**config.mk**
```make
export PLATFORM = sky130hd
export DESIGN_NAME = adc_regs
export DESIGN_NICKNAME = d
export VERILOG_FILES = /design/src/core/adc_regs_pkg.sv /design/src/core/convclk_if.sv /design/src/core/adc_regs.sv /design/src/core/convclk_gen.sv
export SDC_FILE = /design/constraint.sdc
export NUM_CORES = 1
export LEC_CHECK = 0
export ABC_AREA = 1
export BUFFER_PORTS_ARGS = -buffer_cell sky130_fd_sc_hd__buf_4
export CAP_MARGIN = 20
export CORE_MARGIN = 4
export CORE_UTILIZATION = 33
export CTS_BUF_LIST = sky130_fd_sc_hd__clkbuf_16
export DETAILED_ROUTE_END_ITERATION = 6
export GPL_TIMING_DRIVEN = 0
export PLACE_DENSITY = 0.62
export SETUP_SLACK_MARGIN = 0.4
export SYNTH_ARGS = -nofsm -noshare
export SYNTH_HDL_FRONTEND = slang
export SYNTH_SLANG_ARGS = --single-unit
```
**constraint.sdc**
```tcl
create_clock -name MCLK -period 7.2 [get_ports MCLK]
set_input_delay 1.44 -clock MCLK [delete_from_list [all_inputs] [get_ports MCLK]]
set_output_delay 1.44 -clock MCLK [all_outputs]
set_load 0.005 [all_outputs]
```
**src/core/adc_regs_pkg.sv**
```systemverilog
/*
  Constants and state types for the converter register block.
  Assumes a 32-bit AXI4-Lite register bus with byte addresses in the low eight address bits.
*/
`default_nettype none
package adc_regs_pkg;

  // ********************
  // register byte offsets
  // ********************
  localparam logic [7:0] OFF_RESULT_HIGH = 8'h00;
  localparam logic [7:0] OFF_RESULT_LOW = 8'h04;
  localparam logic [7:0] OFF_CMP_HIGH = 8'h08;
  localparam logic [7:0] OFF_CMP_LOW = 8'h0C;
  localparam logic [7:0] OFF_CONFIG = 8'h10;
  localparam logic [7:0] OFF_PIN_DISABLE = 8'h14;
  localparam logic [7:0] OFF_CMP_CONTROL = 8'h18;
  localparam logic [7:0] OFF_STATUS = 8'h1C;

  // ********************
  // field positions and encodings
  // ********************
  localparam int CFG_LOW_POWER_BIT = 7;
  localparam int CFG_DIV_LSB = 5;
  localparam int CFG_LONG_SAMPLE_BIT = 4;
  localparam int CFG_RES_LSB = 2;
  localparam int CFG_SRC_LSB = 0;
  localparam int CMP_ENABLE_BIT = 0;
  localparam int CMP_GREATER_BIT = 1;
  localparam int STAT_VALID_BIT = 0;
  localparam int STAT_LOCK_BIT = 1;
  localparam logic [1:0] RES_EIGHT = 2'h0;
  localparam logic [1:0] RES_TEN = 2'h2;
  localparam logic [1:0] SRC_BUS = 2'h0;
  localparam logic [1:0] SRC_BUS_HALF = 2'h1;
  localparam logic [1:0] SRC_ALT = 2'h2;
  localparam logic [1:0] SRC_ASYNC = 2'h3;
  localparam logic [1:0] RESP_OKAY = 2'h0;
  localparam logic [1:0] RESP_SLVERR = 2'h2;

  // ********************
  // values after reset
  // ********************
  localparam logic [7:0] CONFIG_RESET = 8'h00;
  localparam logic [7:0] CMP_RESET = 8'h00;
  localparam logic [7:0] PIN_DISABLE_RESET = 8'h00;

  // state of the register block
  typedef struct packed {
    logic awready;
    logic wready;
    logic arready;
    logic bvalid;
    logic rvalid;
    logic [1:0] bresp;
    logic [1:0] rresp;
    logic [31:0] rdata;
    logic aw_got;
    logic w_got;
    logic [7:0] awaddr;
    logic [7:0] wdata;
    logic wlane0;
    logic [9:0] result;
    logic valid;
    logic lock;
    logic [7:0] cmp_high;
    logic [7:0] cmp_low;
    logic [7:0] cfg;
    logic [7:0] pin_dis;
    logic [7:0] cmp_ctl;
    logic [7:0] port_s1;
    logic [7:0] port_s2;
    logic [7:0] port_rd;
  } regs_s;

  // state of the converter clock generator
  typedef struct packed {
    logic alt_s1;
    logic alt_s2;
    logic alt_s3;
    logic asy_s1;
    logic asy_s2;
    logic asy_s3;
    logic half;
    logic [2:0] cnt;
    logic tick;
  } clkgen_s;

endpackage
`default_nettype wire

```
**src/core/convclk_if.sv**
```systemverilog
/*
  Carrier between the register block and its converter clock generator.
  Assumes both ends run on the bus clock.
*/
`timescale 1ns/1ps
`default_nettype none
interface convclk_if;
  logic [1:0] src;
  logic [1:0] div;
  logic tick;
  modport cfg (output src, output div, input tick);
  modport gen (input src, input div, output tick);
endinterface
`default_nettype wire

```
**src/core/adc_regs.sv**
```systemverilog
/*
  Register block of a 10-bit successive approximation converter: result, compare,
  configuration and analog pin disable registers behind an AXI4-Lite slave.
  Assumes the converter core shares MCLK and pulses CONV_DONE for one cycle per result.
*/
// What this block does
// - the low result register gets the low eight bits of a ten-bit result, or the whole eight-bit result.
// - results are stored at each completion unless the interlock holds or compare is on and its condition fails.
// - in ten-bit resolution a high result read blocks new results until the low result is read or the resolution field changes.
// - a result that completes while that block holds is thrown away.
// - in eight-bit resolution result reads never block and results transfer unless compare is on and its condition fails.
// - a change of the resolution field marks the low result invalid until the next stored result.
// - the high compare register gives the top two compare bits, used only in ten-bit resolution.
// - the low compare register's eight bits are compared with the low eight result bits in both resolutions.
// - configuration bit 7 picks high speed at 0 and low power at 1.
// - configuration bits 6:5 divide the chosen clock by 1, 2, 4 or 8.
// - configuration bit 4 picks short sample at 0 and long sample at 1.
// - configuration bits 3:2 pick eight-bit at 00 and ten-bit at 10, the others reserved.
// - configuration bits 1:0 pick bus clock, half bus clock, alternate clock or internal clock.
// - pin disable bit n takes port control away from analog channel n pin for channels 0 to 7.
// - a disabled pin has its driver off, its input reading zero and its pullup off.
// - the compare is met on result at or above the value with greater select set, else below it.
`timescale 1ns/1ps
`default_nettype none
module adc_regs #(
  parameter int PIN_COUNT = 8
) (
  // clock and reset
  input wire logic MCLK,
  input wire logic RST,
  // AXI4-Lite write address and data
  input wire logic AWVALID,
  output logic AWREADY,
  input wire logic [7:0] AWADDR,
  input wire logic WVALID,
  output logic WREADY,
  input wire logic [31:0] WDATA,
  input wire logic [3:0] WSTRB,
  // AXI4-Lite write response
  output logic BVALID,
  input wire logic BREADY,
  output logic [1:0] BRESP,
  // AXI4-Lite read
  input wire logic ARVALID,
  output logic ARREADY,
  input wire logic [7:0] ARADDR,
  output logic RVALID,
  input wire logic RREADY,
  output logic [31:0] RDATA,
  output logic [1:0] RRESP,
  // converter core
  input wire logic CONV_DONE,
  input wire logic [9:0] CONV_DATA,
  output logic CONV_CLK_EN,
  output logic LOW_POWER,
  output logic LONG_SAMPLE,
  output logic [1:0] RESOLUTION,
  // clock source pins
  input wire logic ALT_CLK,
  input wire logic ASYNC_CLK,
  // analog pin control
  input wire logic [PIN_COUNT-1:0] PORT_PIN_IN,
  output logic [PIN_COUNT-1:0] PORT_READ,
  output logic [PIN_COUNT-1:0] PIN_OUTPUT_OFF,
  output logic [PIN_COUNT-1:0] PIN_INPUT_OFF,
  output logic [PIN_COUNT-1:0] PIN_PULLUP_OFF
);

  adc_regs_pkg::regs_s q_q, q_d;
  convclk_if ck ();

  logic ten;
  logic cmp_en;
  logic cmp_gt;
  logic [9:0] conv_val;
  logic [9:0] cmp_ref;
  logic met;
  logic store;
  logic ar_take;
  logic wr_do;
  logic mode_chg;

  // ********************
  // converter clock
  // ********************
  // source and divide straight from the configuration register
  assign ck.src = q_q.cfg[adc_regs_pkg::CFG_SRC_LSB +: 2];
  assign ck.div = q_q.cfg[adc_regs_pkg::CFG_DIV_LSB +: 2];

  convclk_gen u_clkgen (
    .clk(MCLK),
    .rst(RST),
    .alt_clk_pin(ALT_CLK),
    .async_clk_pin(ASYNC_CLK),
    .ck(ck.gen)
  );

  // ********************
  // compare and store decision
  // ********************
  // reserved resolution codes behave as eight-bit
  assign ten = q_q.cfg[adc_regs_pkg::CFG_RES_LSB +: 2] == adc_regs_pkg::RES_TEN;
  assign cmp_en = q_q.cmp_ctl[adc_regs_pkg::CMP_ENABLE_BIT];
  assign cmp_gt = q_q.cmp_ctl[adc_regs_pkg::CMP_GREATER_BIT];
  assign conv_val = ten ? CONV_DATA : {2'h0, CONV_DATA[7:0]};
  assign cmp_ref = ten ? {q_q.cmp_high[1:0], q_q.cmp_low} : {2'h0, q_q.cmp_low};
  assign met = cmp_gt ? (conv_val >= cmp_ref) : (conv_val < cmp_ref);
  // the interlock only ever sets in ten-bit, so eight-bit results always pass it
  assign store = CONV_DONE && !q_q.lock && (!cmp_en || met);
  assign ar_take = q_q.arready && ARVALID;
  assign wr_do = q_q.aw_got && q_q.w_got && !q_q.bvalid;
  assign mode_chg = wr_do && q_q.wlane0 && q_q.awaddr == adc_regs_pkg::OFF_CONFIG
    && q_q.wdata[adc_regs_pkg::CFG_RES_LSB +: 2] != q_q.cfg[adc_regs_pkg::CFG_RES_LSB +: 2];

  // ********************
  // next state
  // ********************
  always_comb begin
    q_d = q_q;
    // pin inputs pass two flops before the gate that forces zero on disabled pins
    q_d.port_s1 = PORT_PIN_IN;
    q_d.port_s2 = q_q.port_s1;
    q_d.port_rd = q_q.port_s2 & ~q_q.pin_dis;

    // write address and data are taken in either order
    if (q_q.awready && AWVALID) begin
      q_d.aw_got = 1'b1;
      q_d.awaddr = AWADDR;
    end
    if (q_q.wready && WVALID) begin
      q_d.w_got = 1'b1;
      q_d.wdata = WDATA[7:0];
      q_d.wlane0 = WSTRB[0];
    end
    if (q_q.bvalid && BREADY) begin
      q_d.bvalid = 1'b0;
    end

    // write decode; registers sit in byte lane 0
    if (wr_do) begin
      q_d.aw_got = 1'b0;
      q_d.w_got = 1'b0;
      q_d.bvalid = 1'b1;
      q_d.bresp = adc_regs_pkg::RESP_OKAY;
      case (q_q.awaddr)
        adc_regs_pkg::OFF_CMP_HIGH: if (q_q.wlane0) q_d.cmp_high = {6'h00, q_q.wdata[1:0]};
        adc_regs_pkg::OFF_CMP_LOW: if (q_q.wlane0) q_d.cmp_low = q_q.wdata;
        adc_regs_pkg::OFF_CONFIG: if (q_q.wlane0) q_d.cfg = q_q.wdata;
        adc_regs_pkg::OFF_PIN_DISABLE: if (q_q.wlane0) q_d.pin_dis = q_q.wdata;
        adc_regs_pkg::OFF_CMP_CONTROL: if (q_q.wlane0) q_d.cmp_ctl = {6'h00, q_q.wdata[1:0]};
        adc_regs_pkg::OFF_RESULT_HIGH, adc_regs_pkg::OFF_RESULT_LOW, adc_regs_pkg::OFF_STATUS: begin
          // read-only: the write is answered and dropped
        end
        default: q_d.bresp = adc_regs_pkg::RESP_SLVERR;
      endcase
    end
    // a resolution change voids the held result and releases the interlock
    if (mode_chg) begin
      q_d.valid = 1'b0;
      q_d.lock = 1'b0;
    end

    // read: data is latched on the address edge, so reads have their side effects at once
    if (q_q.rvalid && RREADY) begin
      q_d.rvalid = 1'b0;
    end
    if (ar_take) begin
      q_d.rvalid = 1'b1;
      q_d.rresp = adc_regs_pkg::RESP_OKAY;
      q_d.rdata = 32'h0000_0000;
      case (ARADDR)
        adc_regs_pkg::OFF_RESULT_HIGH: begin
          q_d.rdata[1:0] = q_q.result[9:8];
          if (ten && !mode_chg) q_d.lock = 1'b1;
        end
        adc_regs_pkg::OFF_RESULT_LOW: begin
          q_d.rdata[7:0] = q_q.result[7:0];
          q_d.lock = 1'b0;
        end
        adc_regs_pkg::OFF_CMP_HIGH: q_d.rdata[7:0] = q_q.cmp_high;
        adc_regs_pkg::OFF_CMP_LOW: q_d.rdata[7:0] = q_q.cmp_low;
        adc_regs_pkg::OFF_CONFIG: q_d.rdata[7:0] = q_q.cfg;
        adc_regs_pkg::OFF_PIN_DISABLE: q_d.rdata[7:0] = q_q.pin_dis;
        adc_regs_pkg::OFF_CMP_CONTROL: q_d.rdata[7:0] = q_q.cmp_ctl;
        adc_regs_pkg::OFF_STATUS: begin
          q_d.rdata[adc_regs_pkg::STAT_VALID_BIT] = q_q.valid;
          q_d.rdata[adc_regs_pkg::STAT_LOCK_BIT] = q_q.lock;
        end
        default: q_d.rresp = adc_regs_pkg::RESP_SLVERR;
      endcase
    end

    // a stored result wins over the invalidation of the same cycle
    if (store) begin
      q_d.result = conv_val;
      q_d.valid = 1'b1;
    end

    // one transfer of each kind at a time
    q_d.awready = !q_d.aw_got && !q_d.bvalid;
    q_d.wready = !q_d.w_got && !q_d.bvalid;
    q_d.arready = !q_d.rvalid;
  end

  // ********************
  // state register
  // ********************
  always_ff @(posedge MCLK or posedge RST) begin
    if (RST) begin
      q_q <= '0;
      q_q.cfg <= adc_regs_pkg::CONFIG_RESET;
      q_q.cmp_high <= adc_regs_pkg::CMP_RESET;
      q_q.cmp_low <= adc_regs_pkg::CMP_RESET;
      q_q.pin_dis <= adc_regs_pkg::PIN_DISABLE_RESET;
    end else begin
      q_q <= q_d;
    end
  end

  // ********************
  // outputs
  // ********************
  assign AWREADY = q_q.awready;
  assign WREADY = q_q.wready;
  assign BVALID = q_q.bvalid;
  assign BRESP = q_q.bresp;
  assign ARREADY = q_q.arready;
  assign RVALID = q_q.rvalid;
  assign RDATA = q_q.rdata;
  assign RRESP = q_q.rresp;
  assign CONV_CLK_EN = ck.tick;
  assign LOW_POWER = q_q.cfg[adc_regs_pkg::CFG_LOW_POWER_BIT];
  assign LONG_SAMPLE = q_q.cfg[adc_regs_pkg::CFG_LONG_SAMPLE_BIT];
  assign RESOLUTION = q_q.cfg[adc_regs_pkg::CFG_RES_LSB +: 2];
  assign PORT_READ = q_q.port_rd;

  // one flop feeds all three pin overrides, so they can never disagree
  genvar gi;
  generate
    for (gi = 0; gi < PIN_COUNT; gi++) begin : g_pin
      assign PIN_OUTPUT_OFF[gi] = q_q.pin_dis[gi];
      assign PIN_INPUT_OFF[gi] = q_q.pin_dis[gi];
      assign PIN_PULLUP_OFF[gi] = q_q.pin_dis[gi];
    end
  endgenerate
endmodule // adc_regs
`default_nettype wire

```
**src/core/convclk_gen.sv**
```systemverilog
/*
  Converter clock generator: picks a source and divides it into a one-cycle enable.
  Assumes alternate and internal oscillator clocks arrive as pins slower than half the bus clock.
*/
`timescale 1ns/1ps
`default_nettype none
module convclk_gen (
  // clock and reset
  input wire logic clk,
  input wire logic rst,
  // clock source pins
  input wire logic alt_clk_pin,
  input wire logic async_clk_pin,
  // configuration and enable out
  convclk_if.gen ck
);

  adc_regs_pkg::clkgen_s q_q, q_d;
  logic src_tick;
  logic [2:0] lim;

  // ********************
  // source select and divide
  // ********************
  // outside clocks are sampled, so their rising edges become bus-clock ticks
  always_comb begin
    q_d = q_q;
    q_d.alt_s1 = alt_clk_pin;
    q_d.alt_s2 = q_q.alt_s1;
    q_d.alt_s3 = q_q.alt_s2;
    q_d.asy_s1 = async_clk_pin;
    q_d.asy_s2 = q_q.asy_s1;
    q_d.asy_s3 = q_q.asy_s2;
    q_d.half = ~q_q.half;
    case (ck.src)
      adc_regs_pkg::SRC_BUS: src_tick = 1'b1;
      adc_regs_pkg::SRC_BUS_HALF: src_tick = q_q.half;
      adc_regs_pkg::SRC_ALT: src_tick = q_q.alt_s2 & ~q_q.alt_s3;
      default: src_tick = q_q.asy_s2 & ~q_q.asy_s3;
    endcase
    case (ck.div)
      2'h0: lim = 3'h0;
      2'h1: lim = 3'h1;
      2'h2: lim = 3'h3;
      default: lim = 3'h7;
    endcase
    q_d.tick = 1'b0;
    if (src_tick) begin
      if (q_q.cnt >= lim) begin
        q_d.cnt = 3'h0;
        q_d.tick = 1'b1;
      end else begin
        q_d.cnt = q_q.cnt + 3'h1;
      end
    end
  end

  // state register
  always_ff @(posedge clk or posedge rst) begin
    if (rst) begin
      q_q <= '0;
    end else begin
      q_q <= q_d;
    end
  end

  assign ck.tick = q_q.tick;
endmodule // convclk_gen
`default_nettype wire

```
=== Yosys cells after proc, flatten, opt, wreduce, memory -nomap -nowiden ===
Index checks and enable logic that the tools add are counted.

* Add/subtract/negate cells: 1
* Order comparisons: 3
* Equal/unequal tests: 20
* Multiplexer cells: 24
* Bitwise gates (word level): 7
* Reduce and logical (&&, ||, !) cells: 36

{| class="wikitable"
|+ Operator list
! operator !! count
|-
| $eq A8 B5 Y1 const B || 8
|-
| $eq A8 B4 Y1 const B || 4
|-
| $pmux W6 S4 || 1
|-
| $mux W10 || 2
|-
| $eq A8 B3 Y1 const B || 2
|-
| $logic_not A8 Y1 || 2
|-
| $pmux W2 S8 || 1
|-
| $reduce_or A8 Y1 || 2
|-
| $logic_and A1 B1 Y1 || 15
|-
| $reduce_and A3 Y1 || 5
|-
| $mux W1 || 12
|-
| $ge A10 B10 Y1 || 1
|-
| $lt A10 B10 Y1 || 1
|-
| $pmux W3 S3 || 1
|-
| $and A8 B8 Y8 || 1
|-
| $logic_not A1 Y1 || 8
|-
| $mux W2 || 4
|-
| $not A8 Y8 || 1
|-
| $eq A2 B2 Y1 const B || 3
|-
| $eq A2 B1 Y1 const B || 2
|-
| $logic_not A2 Y1 || 2
|-
| $add A3 B1 Y3 const B || 1
|-
| $ge A3 B3 Y1 || 1
|-
| $mux W3 || 1
|-
| 7 further kinds || 10
|}

* Flip-flop bits (word level): 111
* Bits of input ports: 80
* Output and inout bits: 78
* Logic and storage cells: 124

=== Longest topological paths before layout ===
* Word-level depth: 10
* Depth in mapped cells: 16

=== Cells and area by module ===
From an unflattened synthesis, not the netlist that was laid out.

* Cell total of the unflattened synthesis: 617
* Area total of the unflattened synthesis: 5500.3 um^2

{| class="wikitable"
|+ Modules (own cells, without submodules)
! module !! instances !! cells an instance !! area each (um^2)
|-
| adc_regs || 1 || 563 || 4954.8
|-
| convclk_gen || 1 || 54 || 545.5
|}

=== Worst setup path before layout ===
Ideal clock, no wire load.

* Path kind: in2reg
* Start: input port CONV_DATA[9]
* End: register q_q[66] in the netlist's numbering
* Library setup time: 0.117 ns
* Arrival: 2.643 ns
* Required time: 7.083 ns
* Path slack: 4.440 ns
* Cell stages on the path: 14
* Buffers on the path: 1
* Path through: inv_1 nor2_1 ha_1 nand2_2 inv_1 a21oi_2 nand4_1 nand2_1 inv_2 nand2_2 nand2_2 buf_6 nand2_2 nand2_1

* Word-level cells in the longest chain between the ends: 5
* Elaborated cells on any way between the ends: 6
* Classes of those cells: order compare: 2; mux: 2; reduce/logical: 2

{| class="wikitable"
|+ Ends and longest elaborated chain
! element !! RTL line !! text
|-
| from (decl) || adc_regs.sv:53 || <nowiki>input wire logic [9:0] CONV_DATA,</nowiki>
|-
| $mux W10 * || adc_regs.sv:105 || <nowiki>assign conv_val = ten ? CONV_DATA : {2'h0, CONV_DATA[7:0]};</nowiki>
|-
| net conv_val[9] || adc_regs.sv:75 || <nowiki>logic [9:0] conv_val;</nowiki>
|-
| $lt A10 B10 Y1 or $ge A10 B10 Y1 (tied branches) || adc_regs.sv:107 || <nowiki>assign met = cmp_gt ? (conv_val >= cmp_ref) : (conv_val < cmp_ref);</nowiki>
|-
| $mux W1 * || adc_regs.sv:107 ||
|-
| $logic_or A1 B1 Y1 * || adc_regs.sv:109 || <nowiki>assign store = CONV_DONE && !q_q.lock && (!cmp_en || met);</nowiki>
|-
| $logic_and A1 B1 Y1 * || adc_regs.sv:109 ||
|-
| to (signal assigned) || adc_regs.sv:216 || <nowiki>q_q <= q_d;</nowiki>
|-
| to (decl) || adc_regs.sv:69 || <nowiki>adc_regs_pkg::regs_s q_q, q_d;</nowiki>
|}

The timed path passes the listed nets; every way through them passes the cells marked *.
A chain may end at the register's enable or synchronous reset.

=== Final worst setup path ===
* Start: input port CONV_DATA[9]
* End: register q_q[71] in the netlist's numbering

Same word-level chain as after synthesis.

==> impl_metrics.csv <==
group,metric,value,unit
status,status,"finished clean",
route,wl,11900,µm
yosys,seq_area_frac_synth,0.504,
clock_network,cts-root-buf,"clkbuf_16",
place,hpwl,9250,µm
floorplan,start_util,0.338,
floorplan,core_area,16000,µm²
global_routing,grt_overflow,0,
run,drv_cap,0,
yosys,synth-async-reset-ratio,1.00,
clock_network,clockBufferDepth,2,
yosys,synth_cells,607,
clock_network,numCtsBuffers,9,
global_routing,grt_pass1_wl,19500,µm
place,place_congestion,0.809,
setup_path,r2r_setup_slack,4.82,ns
setup_path,worst-path-max-fanout,10,
setup_path,regToRegStartpoint,"RESOLUTION[1]$_DFFE_PP0P_",
route,dr.max_layer_used,"met4",
setup_path,r2r_end,"q_q[71]$_DFFE_PP0P_",
global_routing,grt_pass1_vias,3874,
floorplan,die_area,18500,µm²
floorplan,std_cell_rows,46,
clock_network,post_cts_resized,0,
route,drt-wirelength-per-cell,12.3,µm
finish,n_antenna_cell,0,
setup_path,end_kind,"flop",
timing,fin_crit,2.64,ns
clock_network,clk_pin_slew,0.06,ns
finish,area.sequential,2730,µm²
setup_path,reg2reg_depth,16,
finish,fillers,1610,
place,placed_area,6590,µm²
route,ant_nets,0,
timing,fmax,0.378,GHz
pwr,p_leak,3.61,nW
timing,slew_headroom,0.651,
yosys,synth_cell_types,36,
global_routing,antenna_found_initial,0,
timing,timing.final.ws_setup,4.56,ns
place,dp_slack,4.19,ns
setup_path,critical_path_required,7.42,ns
global_routing,grtUsageTotal,0.132,
route,vias,4033,
route,vias_per_cell,4.17,
setup_path,start_kind,"primary input",
clock_network,clk_latency,0.34,ns
timing,tns,0,ns
finish,syn_to_final_growth,26.2,%
clock_network,cts_setup_buffers,0,
yosys,synthFlopType,"dfrtp_1",
route,dr.pass1.iters,4,
finish,fin_area,6830,µm²
timing,maxSlewViolCount,0,
timing,setup_viol,0,
route,m1WireLength,5500,µm
place,place.port_buffers,104,
timing,hold_violations,0,
pwr,p_per_area,249,nW/µm²
setup_path,endpoint,"q_q[71]$_DFFE_PP0P_",
yosys,synth_seq_cells,109,
clock_network,cts_tree,"built",
timing,worst_slew_pin_slew,0.523,ns
yosys,yosys_warnings,0,
finish,drive_above_1_share,0.344,
route,met3_wirelength,760,µm
hold_path,hp-class,"reg2reg",
floorplan,die_w,136,µm
setup_path,cp_data_arrival_time,2.87,ns
timing,period_share,0.367,
setup_path,critical_path_class,"in2reg",
clock_network,cts_max_level,3,
route,initialDrtViolationCount,191,
yosys,syn_avg_cell_area,8.92,µm²
route,drc,0,
yosys,synth-edff-count,0,
pwr,ir_drop,0.000159,V
clock_network,hold_buffers,0,
setup_path,startpoint,"CONV_DATA[9]",
timing,rsz0062_at_grt,"no",
timing,finalClockSkew,0.0105,ns
finish,nets,842,
route,wl_met2,5570,µm
clock_network,clock_sinks,109,
finish,multiInputGateArea,1900,µm²
floorplan,die-height,136,µm
yosys,synth_area,5410,µm²
floorplan,io_pins,158,
global_routing,grt_start_max_net_pins,71,
==> layout by cell type, fill, tap and decap left out, drive strengths merged, types with 2 or more instances in the layout <==
| cell | netlist | routed |
|---|---|---|
| o21ai | 67 | 67 |
| nand4 | 5 | 5 |
| clkinv | 2 | 4 |
| xnor2 | 2 | 2 |
| nand3 | 28 | 28 |
| a21oi | 6 | 6 |
| nor2 | 34 | 34 |
| conb | 1 | 26 |
| nor3 | 4 | 4 |
| ha | 14 | 14 |
| nand2 | 173 | 173 |
| dfrtp | 109 | 109 |
| nor4 | 2 | 2 |
| clkbuf | 4 | 13 |
| buf | 76 | 181 |
| inv | 73 | 74 |
| o211ai | 2 | 2 |
==> critical path: stages <==
cell and delay, ns:
buf_4 0.08, inv_1 0.03, nor2_1 0.14, ha_1 0.27, nand2_2 0.10, inv_1 0.05
a21oi_2 0.16, nand4_1 0.10, nand2_1 0.08, inv_2 0.04, nand2_2 0.06, nand2_2 0.06
buf_6 0.16, nand2_2 0.05, nand2_1 0.05
==> Yosys cell counts, types with 2 or more instances <==
| master | number | area [µm²] |
|---|---|---|
| o21ai_0 | 38 | 190 |
| nor2_4 | 4 | 45.0 |
| nor2_1 | 25 | 93.8 |
| nand3_1 | 26 | 130 |
| nand4_1 | 5 | 31.3 |
| clkinv_1 | 2 | 7.51 |
| inv_2 | 10 | 37.5 |
| nand2_1 | 151 | 567 |
| o211ai_1 | 2 | 15.0 |
| nor2_2 | 5 | 31.3 |
| buf_6 | 4 | 45.0 |
| xnor2_1 | 2 | 17.5 |
| inv_1 | 62 | 233 |
| buf_4 | 71 | 533 |
| o21ai_2 | 16 | 140 |
| nand2_2 | 22 | 138 |
| ha_1 | 14 | 175 |
| nand3_2 | 2 | 20.0 |
| o21ai_1 | 13 | 65.1 |
| dfrtp_1 | 109 | 2730 |
| nor3_2 | 2 | 20.0 |
| a21oi_1 | 5 | 25.0 |
| clkbuf_1 | 4 | 15.0 |
==> worst min-delay path by stage <==
stage | from | end | slack [ns] | cells past startpoint
2_1_floorplan | q_d[10]$_DFF_PP0_ | q_q[10]$_DFF_PP0_ | 0.33 | 0
3_3_place_gp | q_d[14]$_DFF_PP0_ | q_q[14]$_DFF_PP0_ | 0.33 | 0
3_5_place_dp | u_clkgen.q_d[9]$_DFF_PP0_ | u_clkgen.q_d[8]$_DFF_PP0_ | 0.33 | 0
4_1_cts | u_clkgen.q_d[9]$_DFF_PP0_ | u_clkgen.q_d[8]$_DFF_PP0_ | 0.35 | 0
5_1_grt | u_clkgen.q_d[6]$_DFF_PP0_ | u_clkgen.q_d[5]$_DFF_PP0_ | 0.36 | 0
6_report | u_clkgen.q_d[9]$_DFF_PP0_ | u_clkgen.q_d[8]$_DFF_PP0_ | 0.35 | 0
==> report_power, final <==
group	switching [W]	internal (W)	total [W]	leakage [nW]
Combinational	0.000259	0.000213	0.000472	2.11
Sequential	0.0000769	0.000723	0.000799	1.38
Clock	0.000206	0.000226	0.000431	0.122
==> through the flow <==
stage	total power (W)	instances	hold WS (ns)	util
3_5_place_dp	0.00129	953	0.335	0.412
4_1_cts	0.00173	966	0.350	0.427
3_3_place_gp	0.00128	952	0.332	0.410
2_1_floorplan	0.00111	632	0.331	-
5_1_grt	0.00183	966	0.355	0.427
6_report	0.00170	966	0.347	0.427
==> logic make-up (layout without fill, tap and decap cells) <==
group,Yosys count,in the layout,share of synthesized area
AOI/OAI and AO/OA,77,77,0.0846
other,1,26,0.000693
DFF,109,109,0.504
adders and majority gates,14,14,0.0324
and+or+nand+nor,248,248,0.210
xor gates and xnor gates,3,3,0.00486
buffers and inverters,155,273,0.163
==> cell type report <==
cell class                      instances  area share
Buffer                                 80      0.0875
Clock buffer                            9      0.0330
Clock inverter                          4     0.00293
Inverter                               75      0.0419
Multi-Input combinational cell        368       0.277
Sequential cell                       109       0.399
Tap cell                              216      0.0396
Timing Repair Buffer                  105       0.118
==> state kept, by name, summed over array words and instances, names as in the netlist, 2 cells and up <==
name,count
PIN_INPUT_OFF,8
q_q,49
PORT_READ,8
RDATA,8
ck.src,2
u_clkgen.q_q,6
q_d,8
RESOLUTION,2
ck.div,2
u_clkgen.q_d,4
==> per-layer routing <==
layer	up-vias	GRT usage
met5	-	0
met4	0	0.0213
met3	7	0.0422
met2	94	0.209
met1	1841	0.182
li1	2091	-
(Power assumes the default switching activity.)
